`config.mk`:
```
export PLATFORM = sky130hd
export DESIGN_NAME = timer16_ctl
export DESIGN_NICKNAME = d
export VERILOG_FILES = /design/src/common/timer16_pkg.sv /design/src/rtl/timer16_ctl.sv
export SDC_FILE = /design/constraint.sdc
export NUM_CORES = 1
export LEC_CHECK = 0
export BUFFER_PORTS_ARGS = -buffer_cell sky130_fd_sc_hd__buf_4
export CORE_MARGIN = 2
export CORE_UTILIZATION = 28
export DETAILED_ROUTE_END_ITERATION = 10
export PLACE_DENSITY_LB_ADDON = 0.05
export SLEW_MARGIN = 10
export SYNTH_ARGS = -nofsm -noshare
export SYNTH_HDL_FRONTEND = slang
export SYNTH_SLANG_ARGS = --single-unit
```
`constraint.sdc`:
```
create_clock -name clk -period 6.65 [get_ports clk]
set_clock_uncertainty 0.15 [all_clocks]
set_input_delay 0.3325 -clock clk [delete_from_list [all_inputs] [get_ports clk]]
set_output_delay 0.3325 -clock clk [all_outputs]
set_load 0.02 [all_outputs]
```
`src/common/timer16_pkg.sv`:
```
// Shared constants, mode encoding and mode decode helpers for the dual 16-bit timer.
package timer16_pkg;

    // Local register offsets inside one timer instance; io_addr[3] picks the instance.
    localparam logic [2:0] OFS_CTRL_B = 3'h0;
    localparam logic [2:0] OFS_CNT_L = 3'h1;
    localparam logic [2:0] OFS_CNT_H = 3'h2;
    localparam logic [2:0] OFS_CMP0_L = 3'h3;
    localparam logic [2:0] OFS_CMP0_H = 3'h4;
    localparam logic [2:0] OFS_CMP1_L = 3'h5;
    localparam logic [2:0] OFS_CMP1_H = 3'h6;

    // Control register B field positions.
    localparam int CTRL_FILTER_BIT = 7;
    localparam int CTRL_EDGE_BIT = 6;
    localparam int CTRL_WAVE_HI = 4;
    localparam int CTRL_WAVE_LO = 3;
    localparam int CTRL_CS_HI = 2;
    localparam logic [7:0] CTRL_B_WMASK = 8'hdf;
    localparam logic [7:0] CTRL_B_RESET = 8'h00;
    localparam logic [15:0] WORD_RESET = 16'h0000;
    localparam logic [7:0] BYTE_RESET = 8'h00;

    // Clock select codes.
    localparam logic [2:0] CS_STOP = 3'h0;
    localparam logic [2:0] CS_DIV1 = 3'h1;
    localparam logic [2:0] CS_DIV8 = 3'h2;
    localparam logic [2:0] CS_DIV64 = 3'h3;
    localparam logic [2:0] CS_DIV256 = 3'h4;
    localparam logic [2:0] CS_DIV1024 = 3'h5;
    localparam logic [2:0] CS_ALT6 = 3'h6;
    localparam logic [2:0] CS_ALT7 = 3'h7;

    // Prescaler tap masks: a tap fires when all masked prescaler bits are one.
    localparam logic [9:0] PRE_MASK_8 = 10'h007;
    localparam logic [9:0] PRE_MASK_16 = 10'h00f;
    localparam logic [9:0] PRE_MASK_32 = 10'h01f;
    localparam logic [9:0] PRE_MASK_64 = 10'h03f;
    localparam logic [9:0] PRE_MASK_256 = 10'h0ff;
    localparam logic [9:0] PRE_MASK_1024 = 10'h3ff;

    localparam logic [15:0] TOP_8BIT = 16'h00ff;
    localparam logic [15:0] TOP_9BIT = 16'h01ff;
    localparam logic [15:0] TOP_10BIT = 16'h03ff;
    localparam logic [15:0] TOP_MAX = 16'hffff;

    typedef enum logic [3:0] {
        MODE_NORMAL = 4'h0, MODE_PC8 = 4'h1, MODE_PC9 = 4'h2, MODE_PC10 = 4'h3,
        MODE_CTC_CMP = 4'h4, MODE_FAST8 = 4'h5, MODE_FAST9 = 4'h6, MODE_FAST10 = 4'h7,
        MODE_PFC_CAP = 4'h8, MODE_PFC_CMP = 4'h9, MODE_PC_CAP = 4'ha, MODE_PC_CMP = 4'hb,
        MODE_CTC_CAP = 4'hc, MODE_RESERVED = 4'hd, MODE_FAST_CAP = 4'he, MODE_FAST_CMP = 4'hf
    } wave_mode_type;

    function automatic logic mode_dual_slope(wave_mode_type m);
        return m inside {MODE_PC8, MODE_PC9, MODE_PC10, MODE_PFC_CAP, MODE_PFC_CMP, MODE_PC_CAP, MODE_PC_CMP};
    endfunction

    function automatic logic mode_cap_top(wave_mode_type m);
        return m inside {MODE_PFC_CAP, MODE_PC_CAP, MODE_CTC_CAP, MODE_FAST_CAP};
    endfunction

    function automatic logic mode_cmp_top(wave_mode_type m);
        return m inside {MODE_CTC_CMP, MODE_PFC_CMP, MODE_PC_CMP, MODE_FAST_CMP};
    endfunction

    function automatic logic [15:0] mode_fixed_top(wave_mode_type m);
        if (m inside {MODE_PC8, MODE_FAST8}) begin
            return TOP_8BIT;
        end
        if (m inside {MODE_PC9, MODE_FAST9}) begin
            return TOP_9BIT;
        end
        if (m inside {MODE_PC10, MODE_FAST10}) begin
            return TOP_10BIT;
        end
        return TOP_MAX;
    endfunction

endpackage

```
`src/rtl/timer16_ctl.sv`:
```
// Dual 16-bit timer: control register B, counter, two compare registers, capture and prescaler.
`timescale 1ns/1ps
`default_nettype none

module timer16_ctl (
    input wire logic clk,
    input wire logic srst,
    input wire logic [3:0] io_addr,
    input wire logic io_wr,
    input wire logic io_rd,
    input wire logic [7:0] io_wdata,
    output logic [7:0] io_rdata,
    input wire logic [3:0] wave_mode_lower_bits,
    input wire logic [1:0] capture_input_pin,
    input wire logic external_count_pin,
    output logic [1:0][3:0] wave_mode,
    output logic [1:0][15:0] counter_value,
    output logic [1:0][15:0] capture_register,
    output logic [1:0] capture_flag,
    output logic [3:0] compare_match
);

    logic [1:0][15:0] cnt_all;
    logic [1:0][1:0][15:0] cmp_all;
    logic [1:0][7:0] ctrl_all;
    logic [9:0] presc_r, presc_nxt;
    logic [7:0] temp_r, temp_nxt;
    logic [7:0] rdata_r, rdata_nxt;
    logic [2:0] ext_sync_r, ext_sync_nxt;
    logic ext_clean_r, ext_clean_nxt;
    logic ext_ref_r, ext_ref_nxt;
    logic ext_rise, ext_fall;

    function automatic logic pre_hit(logic [9:0] cnt, logic [9:0] mask);
        return (cnt & mask) == mask;
    endfunction

    // Shared prescaler, external pin sampling, temp byte and read data.
    always_comb begin
        presc_nxt = presc_r + 10'h001;
        ext_sync_nxt = {ext_sync_r[1:0], external_count_pin};
        ext_clean_nxt = (ext_sync_r[1] == ext_sync_r[2]) ? ext_sync_r[2] : ext_clean_r;
        ext_ref_nxt = ext_clean_r;
        temp_nxt = temp_r;
        rdata_nxt = rdata_r;
        if (io_wr && (io_addr[2:0] inside {timer16_pkg::OFS_CNT_H, timer16_pkg::OFS_CMP0_H, timer16_pkg::OFS_CMP1_H})) begin
            temp_nxt = io_wdata;
        end
        if (io_rd) begin
            case (io_addr[2:0])
                timer16_pkg::OFS_CTRL_B: rdata_nxt = ctrl_all[io_addr[3]] & timer16_pkg::CTRL_B_WMASK;
                timer16_pkg::OFS_CNT_L: begin
                    rdata_nxt = cnt_all[io_addr[3]][7:0];
                    temp_nxt = cnt_all[io_addr[3]][15:8];
                end
                timer16_pkg::OFS_CMP0_L: begin
                    rdata_nxt = cmp_all[io_addr[3]][0][7:0];
                    temp_nxt = cmp_all[io_addr[3]][0][15:8];
                end
                timer16_pkg::OFS_CMP1_L: begin
                    rdata_nxt = cmp_all[io_addr[3]][1][7:0];
                    temp_nxt = cmp_all[io_addr[3]][1][15:8];
                end
                timer16_pkg::OFS_CNT_H,
                timer16_pkg::OFS_CMP0_H,
                timer16_pkg::OFS_CMP1_H: rdata_nxt = temp_r;
                default: rdata_nxt = timer16_pkg::BYTE_RESET;
            endcase
        end
    end

    always_ff @(posedge clk) begin
        if (srst) begin
            presc_r <= 10'h000;
            ext_sync_r <= 3'h0;
            ext_clean_r <= 1'b0;
            ext_ref_r <= 1'b0;
            temp_r <= timer16_pkg::BYTE_RESET;
            rdata_r <= timer16_pkg::BYTE_RESET;
        end else begin
            presc_r <= presc_nxt;
            ext_sync_r <= ext_sync_nxt;
            ext_clean_r <= ext_clean_nxt;
            ext_ref_r <= ext_ref_nxt;
            temp_r <= temp_nxt;
            rdata_r <= rdata_nxt;
        end
    end

    assign ext_rise = ext_clean_r & ~ext_ref_r;
    assign ext_fall = ~ext_clean_r & ext_ref_r;
    assign io_rdata = rdata_r;

    for (genvar i = 0; i < 2; i++) begin : g_timer
        logic [7:0] ctrl_r, ctrl_nxt;
        logic [15:0] cnt_r, cnt_nxt, cap_r, cap_nxt, top;
        logic [1:0][15:0] cmp_r, cmp_nxt;
        logic dir_r, dir_nxt, block_r, block_nxt;
        logic [2:0] sync_r, sync_nxt;
        logic [3:0] hist_r, hist_nxt;
        logic clean_r, clean_nxt, filt_r, filt_nxt, ref_r, ref_nxt;
        logic cap_pulse_r, cap_pulse_nxt;
        logic [1:0] match_r, match_nxt;
        logic tick, wr_here, cap_evt, rev;
        timer16_pkg::wave_mode_type mode;

        assign wr_here = io_wr && (io_addr[3] == 1'(i));

        // Timer tick selection from the shared prescaler or the external pin.
        always_comb begin
            unique case (ctrl_r[timer16_pkg::CTRL_CS_HI:0])
                timer16_pkg::CS_STOP: tick = 1'b0;
                timer16_pkg::CS_DIV1: tick = 1'b1;
                timer16_pkg::CS_DIV8: tick = pre_hit(presc_r, timer16_pkg::PRE_MASK_8);
                timer16_pkg::CS_DIV64: tick = pre_hit(presc_r, timer16_pkg::PRE_MASK_64);
                timer16_pkg::CS_DIV256: tick = pre_hit(presc_r, timer16_pkg::PRE_MASK_256);
                timer16_pkg::CS_DIV1024: tick = pre_hit(presc_r, timer16_pkg::PRE_MASK_1024);
                timer16_pkg::CS_ALT6: tick = (i == 0) ? ext_fall : pre_hit(presc_r, timer16_pkg::PRE_MASK_16);
                timer16_pkg::CS_ALT7: tick = (i == 0) ? ext_rise : pre_hit(presc_r, timer16_pkg::PRE_MASK_32);
            endcase
        end

        always_comb begin
            mode = timer16_pkg::wave_mode_type'({ctrl_r[timer16_pkg::CTRL_WAVE_HI:timer16_pkg::CTRL_WAVE_LO],
                wave_mode_lower_bits[2*i+:2]});
            if (timer16_pkg::mode_cap_top(mode)) begin
                top = cap_r;
            end else if (timer16_pkg::mode_cmp_top(mode)) begin
                top = cmp_r[0];
            end else begin
                top = timer16_pkg::mode_fixed_top(mode);
            end
            ctrl_nxt = ctrl_r;
            cnt_nxt = cnt_r;
            cmp_nxt = cmp_r;
            cap_nxt = cap_r;
            dir_nxt = dir_r;
            block_nxt = block_r;
            match_nxt = 2'b00;
            cap_pulse_nxt = 1'b0;
            rev = 1'b0;
            sync_nxt = {sync_r[1:0], capture_input_pin[i]};
            clean_nxt = (sync_r[1] == sync_r[2]) ? sync_r[2] : clean_r;
            hist_nxt = {hist_r[2:0], clean_r};
            if (!ctrl_r[timer16_pkg::CTRL_FILTER_BIT]) begin
                filt_nxt = clean_r;
            end else if ((&hist_r) || (~|hist_r)) begin
                filt_nxt = hist_r[0];
            end else begin
                filt_nxt = filt_r;
            end
            ref_nxt = filt_r;
            cap_evt = (filt_r != ref_r) && (filt_r == ctrl_r[timer16_pkg::CTRL_EDGE_BIT])
                && !timer16_pkg::mode_cap_top(mode);
            if (cap_evt) begin
                cap_nxt = cnt_r;
                cap_pulse_nxt = 1'b1;
            end
            if (tick) begin
                for (int k = 0; k < 2; k++) begin
                    match_nxt[k] = (cnt_r == cmp_r[k]) && !block_r;
                end
                block_nxt = 1'b0;
                if (timer16_pkg::mode_cap_top(mode) && (cnt_r == top)) begin
                    cap_pulse_nxt = 1'b1;
                end
                if (timer16_pkg::mode_dual_slope(mode)) begin
                    rev = dir_r ? (cnt_r == timer16_pkg::WORD_RESET) : (cnt_r >= top);
                    dir_nxt = dir_r ^ rev;
                    cnt_nxt = (dir_r ^ rev) ? cnt_r - 16'h0001 : cnt_r + 16'h0001;
                end else begin
                    cnt_nxt = (cnt_r >= top) ? timer16_pkg::WORD_RESET : cnt_r + 16'h0001;
                end
            end
            if (wr_here) begin
                case (io_addr[2:0])
                    timer16_pkg::OFS_CTRL_B: ctrl_nxt = io_wdata & timer16_pkg::CTRL_B_WMASK;
                    timer16_pkg::OFS_CNT_L: begin
                        cnt_nxt = {temp_r, io_wdata};
                        block_nxt = 1'b1;
                    end
                    timer16_pkg::OFS_CMP0_L: cmp_nxt[0] = {temp_r, io_wdata};
                    timer16_pkg::OFS_CMP1_L: cmp_nxt[1] = {temp_r, io_wdata};
                    default: ;
                endcase
            end
        end

        always_ff @(posedge clk) begin
            if (srst) begin
                ctrl_r <= timer16_pkg::CTRL_B_RESET;
                cnt_r <= timer16_pkg::WORD_RESET;
                cmp_r <= {timer16_pkg::WORD_RESET, timer16_pkg::WORD_RESET};
                cap_r <= timer16_pkg::WORD_RESET;
                dir_r <= 1'b0;
                block_r <= 1'b0;
                sync_r <= 3'h0;
                hist_r <= 4'h0;
                clean_r <= 1'b0;
                filt_r <= 1'b0;
                ref_r <= 1'b0;
                cap_pulse_r <= 1'b0;
                match_r <= 2'b00;
            end else begin
                ctrl_r <= ctrl_nxt;
                cnt_r <= cnt_nxt;
                cmp_r <= cmp_nxt;
                cap_r <= cap_nxt;
                dir_r <= dir_nxt;
                block_r <= block_nxt;
                sync_r <= sync_nxt;
                hist_r <= hist_nxt;
                clean_r <= clean_nxt;
                filt_r <= filt_nxt;
                ref_r <= ref_nxt;
                cap_pulse_r <= cap_pulse_nxt;
                match_r <= match_nxt;
            end
        end

        assign cnt_all[i] = cnt_r;
        assign cmp_all[i] = cmp_r;
        assign ctrl_all[i] = ctrl_r;
        assign counter_value[i] = cnt_r;
        assign capture_register[i] = cap_r;
        assign capture_flag[i] = cap_pulse_r;
        assign compare_match[2*i+:2] = match_r;
        assign wave_mode[i] = {ctrl_r[timer16_pkg::CTRL_WAVE_HI:timer16_pkg::CTRL_WAVE_LO], wave_mode_lower_bits[2*i+:2]};
    end

endmodule

`default_nettype wire

```
# Word level (Yosys, flattened, before mapping)

Index checks and enable logic that the tools add are counted.

ROM bits: 0
Output and inout bits: 86
Bits in latches: 0
Register bits: 203
RAM bits: 0
Memories: 0

$mul: 0
Eq/ne operators: 69
Shift operators: 0
Bitwise operators: 9
Divide/modulo/power cells: 0
Multiplexer cells: 82
Reduce and logical (&&, ||, !) cells: 54
Add/sub/neg operators: 5
Magnitude comparators: 3

Operators by type and width:

| kind                                                 | count |
|---|---|
| two-way mux 16 bit                                   | 30 |
| equality test 16 bit                                 | 6 |
| two-way mux 32 bit                                   | 2 |
| equality test 4 bit (second input constant)          | 15 |
| two-way mux 1 bit                                    | 42 |
| case mux 8 bit (5 select lines)                      | 1 |
| equality test 3 bit (second input constant)          | 12 |
| adder 16 x 1 -> 16 bit (second input constant)       | 2 |
| equality test 4 x 3 -> 1 bit (second input constant) | 8 |
| >= comparator 16 bit                                 | 2 |
| logical NOT 16 bit                                   | 2 |
| two-way mux 8 bit                                    | 4 |
| subtractor 16 x 1 -> 16 bit (second input constant)  | 2 |
| case mux 8 bit (3 select lines)                      | 1 |
| equality test 3 x 2 -> 1 bit (second input constant) | 6 |
| equality test 4 x 2 -> 1 bit (second input constant) | 4 |
| case mux 1 bit (8 select lines)                      | 2 |
| AND reduction 2 bit                                  | 8 |
| nonzero test 4 bit                                   | 4 |
| nonzero test 7 bit                                   | 2 |
| logical AND 1 bit                                    | 13 |
| nonzero test 2 bit                                   | 6 |
| adder 10 x 1 -> 10 bit (second input constant)       | 1 |
| equality test 10 bit (second input constant)         | 1 |
| other kinds (20)                                     | 46 |

# Longest topological paths before layout

Word-level depth: 25
Depth in mapped cells: 18
Depth with buffers taken out: 14

# Worst setup path before layout

Ideal clock, no wire load.

Path type: register to register
Start: reg g_timer[0].ctrl_r[3]
End: reg g_timer[0].cnt_r[13]
Stages on the path, launching flop included: 18
Setup slack: 2728 ps
Clock period less this slack: 3922 ps
Required time: 6414 ps
Arrival time: 3687 ps
Setup time: 86 ps
Cell sequence: dfxtp_1 > clkbuf_1 > nor2b_1 > and2_0 > clkbuf_1 > a21oi_1 > o211a_1 > ha_1 > nand4_1 > or4_1 > a221oi_1 > nor3_1 > or2_1 > buf_6 > buf_12 > o21ai_0 > a221oi_2 > a211oi_1

Word-level cells in the longest chain between the ends: 20

Ends and longest elaborated chain:

| element                                                                             | line                                   | text |
|---|---|---|
| start, declared                                                                     | timer16_ctl.sv:95                      | `logic [7:0] ctrl_r, ctrl_nxt;` |
| start signal, assigned                                                              | timer16_ctl.sv:191                     | `ctrl_r <= timer16_pkg::CTRL_B_RESET;` |
| start signal, assigned                                                              | timer16_ctl.sv:205                     | `ctrl_r <= ctrl_nxt;` |
| equality test 4 x 2 -> 1 bit / equality test 4 x 3 -> 1 bit (equally long branches) | timer16_pkg.sv:55, timer16_pkg.sv:73   |  |
| nonzero test 2 bit                                                                  | timer16_pkg.sv:73                      | `if (m inside {MODE_PC10, MODE_FAST10}) begin` |
| two-way mux 1 bit (2 in a row)                                                      | timer16_pkg.sv:73                      |  |
| two-way mux 1 bit                                                                   | timer16_pkg.sv:70                      | `if (m inside {MODE_PC9, MODE_FAST9}) begin` |
| two-way mux 1 bit                                                                   | timer16_ctl.sv:128                     | `end else if (timer16_pkg::mode_cmp_top(mode)) begin` |
| two-way mux 1 bit                                                                   | timer16_ctl.sv:126                     | `if (timer16_pkg::mode_cap_top(mode)) begin` |
| two-way mux 16 bit                                                                  | timer16_pkg.sv:76                      | `return TOP_MAX;` |
| two-way mux 16 bit                                                                  | timer16_pkg.sv:73                      |  |
| (+3 left out)                                                                       | n/a                                    |  |
| >= comparator 16 bit                                                                | timer16_ctl.sv:168, timer16_ctl.sv:172 |  |
| two-way mux 1 bit                                                                   | timer16_ctl.sv:168                     | `rev = dir_r ? (cnt_r == timer16_pkg::WORD_RESET) : (cnt_r >= top);` |
| bitwise XOR 1 bit                                                                   | timer16_ctl.sv:170                     | `cnt_nxt = (dir_r ^ rev) ? cnt_r - 16'h0001 : cnt_r + 16'h0001;` |
| two-way mux 16 bit                                                                  | timer16_ctl.sv:170                     |  |
| two-way mux 16 bit (*)                                                              | timer16_ctl.sv:167                     | `if (timer16_pkg::mode_dual_slope(mode)) begin` |
| two-way mux 16 bit (*)                                                              | timer16_ctl.sv:159                     | `if (tick) begin` |
| two-way mux 16 bit                                                                  | timer16_ctl.sv:176                     | `case (io_addr[2:0])` |
| two-way mux 16 bit (*)                                                              | timer16_ctl.sv:175                     | `if (wr_here) begin` |
| end signal, assigned                                                                | timer16_ctl.sv:192                     | `cnt_r <= timer16_pkg::WORD_RESET;` |
| end signal, assigned                                                                | timer16_ctl.sv:206                     | `cnt_r <= cnt_nxt;` |
| end, declared                                                                       | timer16_ctl.sv:96                      | `logic [15:0] cnt_r, cnt_nxt, cap_r, cap_nxt, top;` |

Mark *: on every way between the ends. The rest lies on a longest branch, timed or not. The select of a mux whose other input is x is not followed.
A chain may end at the register's enable or synchronous reset.

# Final worst setup path

Start: reg g_timer[0].ctrl_r[4]
End: reg g_timer[0].cnt_r[4]

The elaborated chain is that of the path after synthesis.

==> metrics.md <==
| Metric | Value |
|---|---|
| Unrepaired setup endpoints after global routing | no |
| Placer Congestion | 0.817 |
| Maximum number of pins on one net before global-route repair | 116 |
| Placed cells | 2154 |
| Synth Flop Type | dfxtp_1 |
| Nets@finish | 1675 |
| CTS max path bufs | 3 |
| Sequential share of the synthesized area | 33.4% |
| Residual DRC | 0 |
| Area leader, netlist | dfxtp_1 |
| Port Buf Inserts | 108 |
| Commonest non-fill, non-tap cells in the layout | 229 x nand2_1, 203 x dfxtp_1, 152 x a21oi_1 |
| Final std cells w/o fill | 2218 |
| Initial drt markers | 974 |
| Number of synthesized register bits | 203 |
| Gate Count Post-Synth | 1577 |
| Fin crit share | 77.7% |
| Final hold violation count | 0 |
| Cell family with the largest share of critical-path delay | simple AND/OR/NAND/NOR gates |
| Number of synthesized flops with an enable pin | 0 |
| First-pass GRT wire length | 74.5 mm |
| Boundary Pins | 109 |
| Overall power | 3.16 mW |
| Die extent in y | 212 um |
| Initial antenna violation count | 0 |
| Achievable frequency | 194 MHz |
| Pwr Density | 220 mW/mm2 |
| Clock sink total | 203 |
| CP Buf/Inv Count | 1 |
| Worst path cell trace | nor3_1, nand2b_1, nand2_1, o211a_1, ha_1, nand4_1, or4_1, a221oi_1, nor3_1, buf_4, or2_1, nor3b_1, o41ai_1, o31ai_1 |
| Outcome | finished, final reports clean |
| Slew headroom | 22.8% |
| Antenna viol nets, final | 0 |
| Area share of the largest cell type after synthesis | 33.4% |
| Core area | 0.0430 mm2 |
| Worst hold path type | input port to register |
| Clock transition at path regs | 0.06 ns |
| Slowest cell on crit path | or4_1 |
| Netlist cell types | 73 |
| Leakage | 5.71 nW |
| Peak supply drop | 0.213 mV |
| Routed Wire Length | 49.4 mm |
| Commonest non-fill, non-tap cell in the layout | nand2_1 |
| Most Frequent Cell on Critical Path | nor3_1 |
| Pre-antenna DRT Iters | 5 |
| DIE WIDTH | 212 um |
| Clock tree from TritonCTS | built |
| Asr flop ratio synth | 0% |
| Setup CP Type | register to register |
| Fin Setup TNS | 0 ns |
| H-tree levels | 1 |
| Row Count | 76 |
| Die area | 0.0451 mm2 |
| Top cells by area, synth | dfxtp_1 33%, nand2_1 7.1%, mux2i_1 6.7%, a21oi_1 6.3%, xor2_1 5.4% |
| HPWL after DPL | 34.4 mm |
| Syn avg cell area | 7.70 um2 |
| Clk root buf | clkbuf_16 |
| Net count after synthesis | 1641 |
| Inserted Clock Buffers | 28 |
| Cell area after synthesis | 0.0122 mm2 |
| DR vias/cell | 5.29 |
| Share of post-route cells with drive strength above 1 | 12.7% |
| Worst slew pin tran | 1.16 ns |
| Antenna diode count | 0 |
| Critical Path Max Stage Delay | 0.65 ns |
| Area Growth Syn to Fin | 18.3% |
| Worst EP arrival | 5.46 ns |
| Total GRT Usage | 21.8% |
| Worst Setup Start Kind | register |
| Vias in the first global route | 11140 |
| GRT overflow | 0 |
| DR vias | 11741 |
| Critical path peak fanout | 15 |
| Initial Util | 28.3% |
| DR WL/cell | 22.3 um |
| Clock period minus worst slack | 5.17 ns |
| WP data required | 6.95 ns |
| Post-CTS Setup Inserts | 0 |
| Setup violations, final | 0 |
| Worst-skew pair later-pin latency | 0.59 ns |
| Worst Setup End Kind | register |
| Layout fillers | 4672 |
| Max-slew violations | 0 |
| Total of max-cap violations | 0 |
| Synth warn | 0 |
==> cell type report <==
class / count / area [um2] / area share (%)
inverters: 29 / 109 / 0.757
flip-flops and latches: 203 / 4060 / 28.3
clock inverters: 11 / 100 / 0.696
multi-input cells: 1201 / 7370 / 51.3
well taps: 585 / 732 / 5.09
repair buffers: 148 / 1160 / 8.05
clock buffers: 41 / 840 / 5.84
==> Yosys cell counts (all sizes together) (21+ instances only) <==
cell    count
o21ai      45
mux2i      81
nor2      150
ha         41
xor2       75
nand2     229
nand3      47
a31oi      21
a211oi     27
nor4       39
dfxtp     203
buf        28
o22ai      27
a21oi     153
nor2b      29
inv        27
and3       23
clkbuf    116
nor3       27
==> registers in the layout, summed over array words and instances (netlist names), 8 cells and up <==
signal and count:
g_timer.cnt_r 32, cmp_all 64, io_rdata 8, temp_r 8, presc_r 10, g_timer.cap_r 32
g_timer.ctrl_r 14, g_timer.hist_r 8
==> repair_timing <==
item                      4_1_cts  5_1_grt
hold buffers                   12        0
hold endpoints to repair       47        0
gates resized for setup         0        0
==> report_power, final <==
part / internal, mW / total (mW) / switching, mW
combinational: 0.117 / 0.337 / 0.220
sequential: 1.24 / 1.28 / 0.0466
clock: 0.912 / 1.54 / 0.628
total: 2.27 / 3.16 / 0.895
==> kinds of logic after synthesis <==
group / synth area share [%]
and+or+nand+nor: 23.7
DFF: 33.4
adders and majority gates: 4.22
muxes: 6.67
buffers and inverters: 6.08
xor gates and xnor gates: 6.12
AOI/OAI and AO/OA: 19.7
==> metal layers <==
metal	up-vias	share of wire, %	track usage (%)
met3	51	5.1	3.00
li1	5672	-	-
met1	5699	51	33.1
met4	0	1.6	4.73
met5	-	0	0
met2	319	42	32.3
==> per-stage QoR <==
step / hold slack (ns) / setup WS (ns) / utilization (%) / area (um2)
after global routing: 0.191 / 1.15 / 33.4 / 14400
after floorplan: 0.264 / 2.73 / - / 12200
after global placement: 0.267 / 1.69 / 31.0 / 13300
final: 0.169 / 1.48 / 33.4 / 14400
after detailed placement: 0.275 / 1.61 / 31.0 / 13300
after CTS: 0.129 / 1.60 / 33.4 / 14400
==> worst min-delay path: stages <==
cell      delay [ns]
buf_4           0.15
clkinv_1        0.19
nand2_1         0.07
a21oi_1         0.11
==> final timing paths <==
path	startpoint	to	slack [ns]	cells past startpoint
worst min register to register	g_timer[0].sync_r[0]$_SDFF_PP0_	g_timer[0].sync_r[1]$_SDFF_PP0_	0.28	1
worst min-delay path	io_rd	io_rdata[5]$_SDFFE_PP0P_	0.17	4
worst max register to register	g_timer[0].ctrl_r[4]$_SDFFE_PP0P_	g_timer[0].cnt_r[4]$_SDFF_PP0_	1.48	14
worst max-delay path	g_timer[0].ctrl_r[4]$_SDFFE_PP0P_	g_timer[0].cnt_r[4]$_SDFF_PP0_	1.48	14
Power figures use the tool's default switching activity.
